**src/verilog/ubsbc_pkg.sv**
```systemverilog
// Package: register map, field layout, reset values and clock codes for the serial port control
package ubsbc_pkg;
  localparam logic [15:0] ADDR_STATUS  = 16'hFF55;
  localparam logic [15:0] ADDR_CLKSEL  = 16'hFF56;
  localparam logic [15:0] ADDR_DIVIDER = 16'hFF57;
  localparam logic [15:0] ADDR_CONTROL = 16'hFF58;

  localparam logic [7:0] RST_STATUS  = 8'h00;
  localparam logic [7:0] RST_CLKSEL  = 8'h00;
  localparam logic [7:0] RST_DIVIDER = 8'hFF;
  localparam logic [7:0] RST_CONTROL = 8'h16;

  localparam int BIT_SHIFT_BUSY = 0;
  localparam int BIT_BUF_FULL   = 1;
  localparam int BIT_INVERT     = 0;
  localparam int BIT_ORDER      = 1;
  localparam int BIT_TRIGGER    = 6;
  localparam int BIT_PROGRESS   = 7;
  localparam logic [3:0] CTRL_FIXED = 4'h5;

  localparam logic [3:0] CODE_MAX_DIV = 4'hA;
  localparam logic [3:0] CODE_TIMER   = 4'hB;
  localparam logic [7:0] DIV_MIN      = 8'h08;
  localparam logic [7:0] ZERO8        = 8'h00;

  typedef enum logic [1:0] {
    UBSBC_TX_IDLE  = 2'b00,
    UBSBC_TX_SHIFT = 2'b01
  } ubsbc_txst_t;
endpackage

```
**src/verilog/ubsbc_baud_if.sv**
```systemverilog
// Interface: base clock tick and divider setting passed to the baud counter
`timescale 1ns/1ps
interface ubsbc_baud_if;
  logic       baseTick;
  logic [7:0] divK;
  logic       run;
  logic       bitTick;
  modport ctrl (output baseTick, output divK, output run, input bitTick);
  modport gen  (input baseTick, input divK, input run, output bitTick);
endinterface

```
**src/verilog/ubsbc_baud_gen.sv**
```systemverilog
// Baud counter: divides the base clock tick by k, then halves it to the bit rate
`timescale 1ns/1ps
module ubsbc_baud_gen
  import ubsbc_pkg::*;
(
  input  wire logic mclk, // System clock
  input  wire logic rst,  // Synchronous reset
  ubsbc_baud_if.gen bi    // Base tick in, bit tick out
);
  logic [7:0] cnt_r, cnt_nxt;
  logic       half_r, half_nxt;
  logic       tick_r, tick_nxt;

  always_comb begin
    cnt_nxt  = cnt_r;
    half_nxt = half_r;
    tick_nxt = 1'b0;
    if (!bi.run) begin
      cnt_nxt  = ZERO8;
      half_nxt = 1'b0;
    end else if (bi.baseTick) begin
      if (cnt_r + 8'h01 >= bi.divK) begin
        cnt_nxt  = ZERO8;
        half_nxt = ~half_r;
        tick_nxt = half_r;
      end else begin
        cnt_nxt = cnt_r + 8'h01;
      end
    end
  end

  always_ff @(posedge mclk) begin
    if (rst) begin
      cnt_r  <= ZERO8;
      half_r <= 1'b0;
      tick_r <= 1'b0;
    end else begin
      cnt_r  <= cnt_nxt;
      half_r <= half_nxt;
      tick_r <= tick_nxt;
    end
  end

  assign bi.bitTick = tick_r;
endmodule

```
**src/verilog/ubsbc_ctrl.sv**
```systemverilog
// Serial port control: status, base clock select, baud divider, break and line control
`timescale 1ns/1ps
// What this block does
// - Buffer-full flag sets on buffer write, clears on move to shifter or disable.
// - Shifter-busy flag sets on load, clears at end with no byte waiting.
// - Clock code 0..10 picks oscillator divided by power of two; 11 picks timer.
// - Baud counter divides base clock by k, k from 8 to 255; the divider also takes values below 8 as written, 0 dividing by 1.
// - Bit rate is baud counter output halved.
// - Rewriting same clock or divider value leaves communication undisturbed.
// - Writing trigger one starts break reception; trigger reads zero, self-clears.
// - Progress flag is one during break reception; clears on success or power enable low (receive enable low alone leaves it set).
// - On break error the progress flag stays one; software restarts.
// - Invert bit: zero drives line normally, one inverted.
// - Order bit: zero MSB first, one LSB first; change only when disabled.
// - Rewriting control with trigger one starts a fresh break reception.
// - Control bits 5..2 read 0101, bit 7 read-only, reset value 16H.
// - Power enable low stops the clock and resets flags and break bits.
// - Status register clears on reset, power or transmit enable low.
module ubsbc_ctrl
  import ubsbc_pkg::*;
(
  input  wire logic        mclk,             // System clock, 125 MHz
  input  wire logic        rst,              // Synchronous reset, active high
  input  wire logic [15:0] busAddr,          // CPU memory bus address
  input  wire logic        busWr,            // Write strobe
  input  wire logic        busRd,            // Read strobe
  input  wire logic [7:0]  busWdata,         // Write data
  output logic      [7:0]  busRdata,         // Read data, registered
  input  wire logic        oscClk,           // Oscillator level, sampled here
  input  wire logic        timerOut,         // Timer output level, sampled here
  input  wire logic        portPowerEnable,  // Power enable from mode register
  input  wire logic        transmitEnable,   // Transmit enable from mode register
  input  wire logic        receiveEnable,    // Receive enable from mode register
  input  wire logic        txBufferWrite,    // Pulse: software wrote the holding buffer
  input  wire logic        txShiftDone,      // Pulse: shifter finished a frame
  input  wire logic        breakRxOk,        // Pulse: break field received correctly
  input  wire logic        txSerialRaw,      // Serial data from the shifter
  output logic             serialOutLine,    // Serial output pin level
  output logic             txLoad,           // Pulse: move buffer into shifter
  output logic             bitTick,          // Pulse: one bit period elapsed
  output logic             bitOrderSelect,   // 0 MSB first, 1 LSB first
  output logic             breakRxStart,     // Pulse: begin break reception
  output logic             breakRxProgress   // Break reception in progress
);
  ubsbc_baud_if bi ();

  logic [3:0]  clkCode_r, clkCode_nxt;
  logic [7:0]  divK_r, divK_nxt;
  logic        bufFull_r, bufFull_nxt;
  logic        shBusy_r, shBusy_nxt;
  logic        order_r, order_nxt;
  logic        invert_r, invert_nxt;
  logic        prog_r, prog_nxt;
  logic        start_r, start_nxt;
  logic [10:0] pre_r, pre_nxt;
  logic        oscPrev_r, timerPrev_r;
  logic [7:0]  rdata_r, rdata_nxt;
  logic [7:0]  statusVal, controlVal;
  logic        txOn, oscEdge, timerEdge, wrCtrl;
  ubsbc_txst_t st_r, st_nxt;

  assign txOn      = portPowerEnable & transmitEnable;
  assign oscEdge   = oscClk & ~oscPrev_r;
  assign timerEdge = timerOut & ~timerPrev_r;
  assign wrCtrl    = busWr && (busAddr == ADDR_CONTROL);

  // Prescaler taps: tap n of the ripple count pulses at osc/2^n
  always_comb begin
    pre_nxt = pre_r;
    if (!portPowerEnable) begin
      pre_nxt = '0;
    end else if (oscEdge) begin
      pre_nxt = pre_r + 11'h001;
    end
    bi.baseTick = 1'b0;
    if (clkCode_r == CODE_TIMER) begin
      bi.baseTick = timerEdge;
    end else if (clkCode_r == 4'h0) begin
      bi.baseTick = oscEdge;
    end else if (clkCode_r <= CODE_MAX_DIV) begin
      // Pulse when the lower code bits roll over to zero
      bi.baseTick = oscEdge && ((pre_r & ((11'h001 << clkCode_r) - 11'h001))
                     == ((11'h001 << clkCode_r) - 11'h001));
    end
  end

  assign bi.divK = divK_r;
  assign bi.run  = portPowerEnable;
  assign bitTick = bi.bitTick;

  ubsbc_baud_gen uGen (
    .mclk (mclk),
    .rst  (rst),
    .bi   (bi)
  );

  // Registers, transmit occupancy and break control
  always_comb begin
    clkCode_nxt = clkCode_r;
    divK_nxt    = divK_r;
    order_nxt   = order_r;
    invert_nxt  = invert_r;
    bufFull_nxt = bufFull_r;
    shBusy_nxt  = shBusy_r;
    st_nxt      = st_r;
    prog_nxt    = prog_r;
    start_nxt   = 1'b0;
    txLoad      = 1'b0;
    // Same-value rewrites store the same value, so counters run on untouched
    if (busWr && busAddr == ADDR_CLKSEL) clkCode_nxt = busWdata[3:0];
    if (busWr && busAddr == ADDR_DIVIDER) divK_nxt = busWdata;
    if (wrCtrl) begin
      order_nxt  = busWdata[BIT_ORDER];
      invert_nxt = busWdata[BIT_INVERT];
    end
    unique case (st_r)
      UBSBC_TX_IDLE: begin
        if (bufFull_r) begin
          txLoad      = 1'b1;
          bufFull_nxt = 1'b0;
          shBusy_nxt  = 1'b1;
          st_nxt      = UBSBC_TX_SHIFT;
        end
      end
      UBSBC_TX_SHIFT: begin
        if (txShiftDone) begin
          if (bufFull_r) begin
            txLoad      = 1'b1;
            bufFull_nxt = 1'b0;
          end else begin
            shBusy_nxt = 1'b0;
            st_nxt     = UBSBC_TX_IDLE;
          end
        end
      end
    endcase
    if (txBufferWrite) bufFull_nxt = 1'b1;
    if (!txOn) begin
      // No move into a shifter that is being held in reset
      txLoad      = 1'b0;
      bufFull_nxt = 1'b0;
      shBusy_nxt  = 1'b0;
      st_nxt      = UBSBC_TX_IDLE;
    end
    // Success clears; an error simply never pulses breakRxOk, so the flag holds
    if (breakRxOk) prog_nxt = 1'b0;
    if (wrCtrl && busWdata[BIT_TRIGGER]) begin
      prog_nxt  = 1'b1;
      start_nxt = 1'b1;
    end
    if (!portPowerEnable && !receiveEnable) prog_nxt = 1'b0;
    if (!portPowerEnable) begin
      prog_nxt  = 1'b0;
      start_nxt = 1'b0;
    end
  end

  assign statusVal  = {6'b0, bufFull_r, shBusy_r};
  // Trigger always reads zero
  assign controlVal = {prog_r, 1'b0, CTRL_FIXED, order_r, invert_r};

  always_comb begin
    rdata_nxt = ZERO8;
    if (busRd) begin
      unique case (busAddr)
        ADDR_STATUS:  rdata_nxt = statusVal;
        ADDR_CLKSEL:  rdata_nxt = {4'h0, clkCode_r};
        ADDR_DIVIDER: rdata_nxt = divK_r;
        ADDR_CONTROL: rdata_nxt = controlVal;
        default:      rdata_nxt = ZERO8;
      endcase
    end
  end

  always_ff @(posedge mclk) begin
    if (rst) begin
      clkCode_r   <= RST_CLKSEL[3:0];
      divK_r      <= RST_DIVIDER;
      order_r     <= RST_CONTROL[BIT_ORDER];
      invert_r    <= RST_CONTROL[BIT_INVERT];
      bufFull_r   <= RST_STATUS[BIT_BUF_FULL];
      shBusy_r    <= RST_STATUS[BIT_SHIFT_BUSY];
      st_r        <= UBSBC_TX_IDLE;
      prog_r      <= RST_CONTROL[BIT_PROGRESS];
      start_r     <= 1'b0;
      pre_r       <= '0;
      oscPrev_r   <= 1'b0;
      timerPrev_r <= 1'b0;
      rdata_r     <= ZERO8;
    end else begin
      clkCode_r   <= clkCode_nxt;
      divK_r      <= divK_nxt;
      order_r     <= order_nxt;
      invert_r    <= invert_nxt;
      bufFull_r   <= bufFull_nxt;
      shBusy_r    <= shBusy_nxt;
      st_r        <= st_nxt;
      prog_r      <= prog_nxt;
      start_r     <= start_nxt;
      pre_r       <= pre_nxt;
      oscPrev_r   <= oscClk;
      timerPrev_r <= timerOut;
      rdata_r     <= rdata_nxt;
    end
  end

  // Line idles high while powered down, as the port does
  assign serialOutLine   = portPowerEnable ? (txSerialRaw ^ invert_r) : 1'b1;
  assign busRdata        = rdata_r;
  assign bitOrderSelect  = order_r;
  assign breakRxStart    = start_r;
  assign breakRxProgress = prog_r;
endmodule

```
**config.mk**
```make
export PLATFORM = sky130hd
export DESIGN_NAME = ubsbc_ctrl
export DESIGN_NICKNAME = d
export VERILOG_FILES = /design/src/verilog/ubsbc_pkg.sv /design/src/verilog/ubsbc_baud_if.sv /design/src/verilog/ubsbc_baud_gen.sv /design/src/verilog/ubsbc_ctrl.sv
export SDC_FILE = /design/constraint.sdc
export NUM_CORES = 1
export LEC_CHECK = 0
export BUFFER_PORTS_ARGS = -buffer_cell sky130_fd_sc_hd__buf_2
export CAP_MARGIN = 5
export CORE_MARGIN = 1
export CORE_UTILIZATION = 53
export DETAILED_ROUTE_END_ITERATION = 10
export PLACE_DENSITY = 0.77
export RECOVER_POWER = 25
export SLEW_MARGIN = 40
export SYNTH_ARGS = -nofsm -noshare
export SYNTH_HDL_FRONTEND = slang
export SYNTH_SLANG_ARGS = --single-unit
```
**constraint.sdc**
```tcl
create_clock -name mclk -period 3.4 [get_ports mclk]
set_input_delay 0.68 -clock mclk [delete_from_list [all_inputs] [get_ports mclk]]
set_output_delay 0.68 -clock mclk [all_outputs]
set_load 0.02 [all_outputs]
```
After elaboration in Yosys (flattened, before gate mapping)

Cells that the tools add are included.

Flip-flop bits (word level): 51
Input port bits: 37
Output and inout port bits: 14
Word-level logic and storage cells: 88

Add/subtract/negate cells: 3
$lt $le $gt $ge: 2
Equality and inequality tests: 11
Shift operators: 1
Mux-type cells: 24
Bitwise operators: 13
Reductions and logical operators: 18

Operators with widths:

| cell                                               | number |
|---|---|
| == test 16 bit, second input constant              | 4 |
| one-hot mux 8 bit (4 select lines)                 | 1 |
| 2-to-1 mux 1 bit                                   | 15 |
| adder 11 x 1 -> 11 bit, second input constant      | 1 |
| bitwise AND 11 bit                                 | 1 |
| == test 11 bit                                     | 1 |
| << shifter 1 x 4 -> 11 bit, first input constant   | 1 |
| subtractor 11 x 1 -> 11 bit, second input constant | 1 |
| adder 8 x 1 -> 8 bit, second input constant        | 1 |
| greater-or-equal comparator 8 bit                  | 1 |
| 2-to-1 mux 8 bit                                   | 1 |
| inverter 1 bit                                     | 8 |
| logical AND 1 bit                                  | 6 |
| 2-to-1 mux 2 bit                                   | 3 |
| != test 2 bit, second input constant               | 3 |
| one-hot mux 1 bit (2 select lines)                 | 3 |
| OR reduction 2 bit                                 | 3 |
| == test 4 bit, second input constant               | 1 |
| <= comparator 4 bit, second input constant         | 1 |
| zero test 4 bit                                    | 1 |
| one-hot mux 2 bit (2 select lines)                 | 1 |
| OR reduction 4 bit                                 | 1 |
| bitwise AND 1 bit                                  | 3 |
| != test 3 bit, second input constant               | 1 |
| 8 further kinds                                    | 9 |

Logic depth before layout (Yosys ltp)

Word-level depth: 10
Gate-level depth with buffers: 13
Gate-level depth less buffers: 12

By module

Synthesis repeated with hierarchy kept, for this count alone.

Cells, all modules: 306
Area, all modules: 2622.5 um^2

By module, submodules not included:

| module         | times used | cells an instance | area each (um^2) | sequential area each (um^2) |
|---|---|---|---|---|
| ubsbc_ctrl     | 1          | 222               | 1903.1           | 780.7 |
| ubsbc_baud_gen | 1          | 84                | 719.4            | 200.2 |

Worst setup path after synthesis

OpenSTA, ideal clock, no wires.

Path type: register -> register
From: register clkCode_r[2]
To: register uGen.cnt_r[7]
Setup time: 116 ps
Arrival time: 2656 ps
Data required time: 3284 ps
Setup slack: 628 ps
Stages on the path, launching flop included: 12
Buffers on the path: 3
Period minus slack after synthesis: 2772 ps
Path through: dfxtp_1 buf_6 buf_2 or4_1 ha_1 buf_2 or4_1 o22ai_1 a2111oi_4 a31oi_4 nor2_4 a41o_1

Longest elaborated chain between the ends: 8
Elaborated cells on any way between the ends: 11
Those cells by class: 1 x add/sub; 1 x order compare; 2 x eq/ne; 1 x shift; 3 x mux; 1 x bitwise; 2 x reduce/logical

RTL lines:

| element                     | line                               | text |
|---|---|---|
| start: declaration          | ubsbc_ctrl.sv:47                   | `logic [3:0] clkCode_r, clkCode_nxt;` |
| start signal: assignment    | ubsbc_ctrl.sv:177                  | `clkCode_r <= RST_CLKSEL[3:0];` |
| start signal: assignment    | ubsbc_ctrl.sv:191                  | `clkCode_r <= clkCode_nxt;` |
| << shifter 1 x 4 -> 11 bit  | ubsbc_ctrl.sv:82, ubsbc_ctrl.sv:83 |  |
| subtractor 11 x 1 -> 11 bit | ubsbc_ctrl.sv:82, ubsbc_ctrl.sv:83 |  |
| bitwise AND 11 bit          | ubsbc_ctrl.sv:82                   | `bi.baseTick = oscEdge && ((pre_r & ((11'h001 << clkCode_r) - 11'h001))` |
| == test 11 bit              | ubsbc_ctrl.sv:83                   | `== ((11'h001 << clkCode_r) - 11'h001));` |
| logical AND 1 bit           | ubsbc_ctrl.sv:82                   |  |
| 2-to-1 mux 1 bit            | ubsbc_ctrl.sv:80                   | `end else if (clkCode_r <= CODE_MAX_DIV) begin` |
| 2-to-1 mux 1 bit            | ubsbc_ctrl.sv:78                   | `end else if (clkCode_r == 4'h0) begin` |
| 2-to-1 mux 1 bit (*)        | ubsbc_ctrl.sv:76                   | `if (clkCode_r == CODE_TIMER) begin` |
| end signal: assignment      | ubsbc_baud_gen.sv:38               | `cnt_r <= cnt_nxt;` |
| end: declaration            | ubsbc_baud_gen.sv:10               | `logic [7:0] cnt_r, cnt_nxt;` |

Mark *: on every way between the ends. The rest lies on a longest branch, timed or not.
A chain may end at the register's enable or synchronous reset.

Worst setup path in the final report

From: register uGen.cnt_r[0]
To: register uGen.cnt_r[4]

Longest elaborated chain between the ends: 3

RTL lines:

| element                           | line                                       | text |
|---|---|---|
| adder 8 x 1 -> 8 bit (*)          | ubsbc_baud_gen.sv:22, ubsbc_baud_gen.sv:27 |  |
| greater-or-equal comparator 8 bit | ubsbc_baud_gen.sv:22                       | `if (cnt_r + 8'h01 >= bi.divK) begin` |
| 2-to-1 mux 8 bit (*)              | ubsbc_baud_gen.sv:22                       |  |

Marks and branches as above.

==> results.yml <==
status:
  status: "complete, no violations"
grt:
  antenna_found_initial: 0
  grt_max_degree: 22
  grt_usage_pct: 23.6
  grt_pass1_wl_um: 9900
  grt_pass1_vias: 2193
  grt_overflow_total: 0
yosys:
  syn_area_per_cell_um2: 8.45
  yosys.area.top_type: "dfxtp_1"
  syn_area_um2: 2750
  synth_cells: 325
  synthTopCellsByArea: "dfxtp_1 (36%), ha_1 (5.0%), nand2_1 (4.6%), nor2_1 (4.6%), a21oi_1 (3.1%)"
  async_reset_ff_share_pct: 0
  syn_nets: 373
  synth_cell_types: 59
  ys.flop_type: "dfxtp_1"
  yosys_warnings: 0
  synth_top_cell_area_share_pct: 35.7
  synth_seq_area_share_pct: 35.7
  synth_edf_count: 0
  yosys_register_bits: 49
final_layout:
  drive_above_1_share_pct: 17.0
  fillCellCount: 432
  area_delta_synth_final_pct: 12.7
  seqCellArea_um2: 981
  layout.nets: 417
  utilization_pct: 63.8
  num_antenna_cells: 0
  multiInputGateArea_um2: 1620
  instances_no_fill: 437
drt:
  final_antenna_net_count: 0
  drtIter0Drc: 236
  drtPass1Iterations: 4
  wl_per_cell_um: 13.7
  drc: 0
  via_count: 2444
  wirelength_um: 5990
  vias_per_cell: 5.59
sta:
  fin_skew_ns: 0.00619
  layout_setup_ws_ns: 0.364
  drv_slew: 0
  final_hold_viol_count: 0
  fin_setup_tns_ns: 0
  layout_min_cycle_time_ns: 3.04
  fmax_mhz: 329
  setup_viol: 0
  slew_headroom_pct: 39.6
  rsz0062_at_grt: "no"
  timing.final.crit_share_pct: 89.3
  tightestPinTransition_ns: 0.906
clock_tree:
  cts_buffers: 5
  insertion_delay_ns: 0.31
  htree_levels: 2
  cts-root-buf: "clkbuf_8"
  cts.repair.resized: 0
  cts_setup_buffers: 0
  clk_path_buf_depth: 2
  path_clk_slew_ns: 0.09
  tritoncts: "done"
  cts-hold-fix-buffers: 0
  cts.sinks: 49
critical_path:
  crit_fanout: 13
  worstPathArrival_ns: 3.22
  cp-start-kind: "flip-flop"
  path_class: "flip-flop to flip-flop"
  required_ns: 3.59
  cp-end-kind: "flip-flop"
power_and_ir_drop:
  power.density_nw_per_um2: 320
  p_seq_share_pct: 58.7
  p_switching_mw: 0.237
  power_frac_clock_pct: 34.2
  switching_share_pct: 24.0
  ir_drop_v: 0.000159
  p_comb_share_pct: 7.1
  leakage_nw: 1.24
  p_int_mw: 0.751
floorplanning:
  core.rowCount: 25
  core_um2: 4850
  start_util_pct: 56.6
  fp.dieW_um: 74.0
  dieArea_um2: 5470
  ios: 51
  die_y_um: 74.0
placement:
  dpl_worst_slack_ns: 0.366
  dp_cells: 429
  gp_congestion: 0.910
  dp_hpwl_um: 4540
  port_buffers: 49
run:
  maxCapViolCount: 0
hold_path:
  hold_path.class: "flip-flop to flip-flop"
[metrics by stage]
| stage | power (mW) | area, µm² | hold WS (ns) |
|---|---|---|---|
| floorplan | 0.631 | 2750 | 0.430 |
| global placement | 0.662 | 3020 | 0.438 |
| detailed placement | 0.664 | 3020 | 0.451 |
| CTS | 0.997 | 3110 | 0.471 |
| global route | 1.03 | 3090 | 0.484 |
| finish | 0.988 | 3090 | 0.466 |
[worst max-delay path: stages (launching register included)]
cell and delay [ns]:
dfxtp_1 0.41, ha_1 0.26, nand3_1 0.21, nor2_1 0.18
xor2_1 0.21, ha_1 0.20, o21a_1 0.13, nor2_1 0.05
a2111oi_0 0.57, nor2_2 0.26, a211oi_1 0.32, o21ai_0 0.13
[Yosys cell counts, types with 3 or more instances]
| cell | count |
|---|---|
| ha_1 | 11 |
| o21a_1 | 3 |
| nand3_1 | 15 |
| and2_1 | 4 |
| a22oi_1 | 3 |
| nand2_1 | 34 |
| nor3_1 | 7 |
| mux2i_1 | 5 |
| xnor2_1 | 6 |
| inv_1 | 14 |
| clkbuf_1 | 9 |
| nor2b_1 | 7 |
| nor4b_1 | 3 |
| xor2_1 | 8 |
| o21ai_0 | 11 |
| a21oi_1 | 17 |
| or3_1 | 5 |
| nand2b_1 | 8 |
| a211o_1 | 8 |
| nand4_1 | 7 |
| a31oi_1 | 3 |
| a211oi_1 | 3 |
| nor2_1 | 34 |
| buf_2 | 5 |
| dfxtp_1 | 49 |
| and3_1 | 4 |
[flip-flops by register name, summed over array words and instances (netlist names), 4 cells and up]
register and cells:
bi.divK 8, clkCode_r 4, busRdata 8, pre_r 11
uGen.cnt_r 8
[metal layers]
layer	up-vias	part of all wire, %	track usage, %
met5	-	0	0
met4	0	1.6	8.12
met3	9	3.8	4.20
met2	57	49	40.0
met1	1130	46	30.3
li1	1248	-	-
[placed cells by master (no fill, tap or decap), drive strengths merged, types with 5 or more instances in the layout]
| cell type | netlist | final |
|---|---|---|
| a211o | 8 | 8 |
| a21oi | 17 | 17 |
| buf | 9 | 43 |
| clkbuf | 9 | 18 |
| dfxtp | 49 | 49 |
| ha | 11 | 11 |
| inv | 14 | 14 |
| mux2i | 6 | 6 |
| nand2 | 34 | 34 |
| nand2b | 8 | 8 |
| nand3 | 15 | 15 |
| nand4 | 7 | 7 |
| nor2 | 35 | 35 |
| nor2b | 7 | 7 |
| nor3 | 8 | 8 |
| o21ai | 11 | 11 |
| or3 | 5 | 5 |
| xnor2 | 6 | 6 |
| xor2 | 8 | 8 |
[path summary, 6_finish.rpt]
path            startpoint         endpoint  slack, ns  cells after the start
min reg2reg    uGen.half_r  uGen.bi.bitTick       0.47                      2
max reg2reg  uGen.cnt_r[0]    uGen.cnt_r[4]       0.36                     11
min            uGen.half_r  uGen.bi.bitTick       0.47                      2
max          uGen.cnt_r[0]    uGen.cnt_r[4]       0.36                     11
[power by group through the flow]
stage	sequential, mW	combinational (mW)	clock (mW)
4_1_cts	0.580	0.0706	0.347
6_report	0.580	0.0704	0.338
3_3_place_gp	0.593	0.0688	0
2_1_floorplan	0.593	0.0384	0
3_5_place_dp	0.593	0.0704	0
5_1_grt	0.581	0.0781	0.367
[cell families after synthesis]
| logic type | count (synthesis) | synth area share, % |
|---|---|---|
| and+or+nand+nor | 146 | 28.2 |
| buffers and inverters | 32 | 5.42 |
| adders and majority gates | 11 | 5.01 |
| DFF | 49 | 35.7 |
| xor gates and xnor gates | 14 | 4.47 |
| AOI/OAI and AO/OA | 66 | 18.0 |
| muxes | 7 | 3.19 |
[layout make-up]
cell class / instances / share of cell area, %
Multi-Input combinational cell: 244 / 52.3
Sequential cell: 49 / 31.7
Timing Repair Buffer: 55 / 8.90
Tap cell: 67 / 2.71
Clock buffer: 6 / 2.35
Inverter: 14 / 1.70
Clock inverter: 2 / 0.324
No activity file was read; power rests on OpenSTA's default activity.
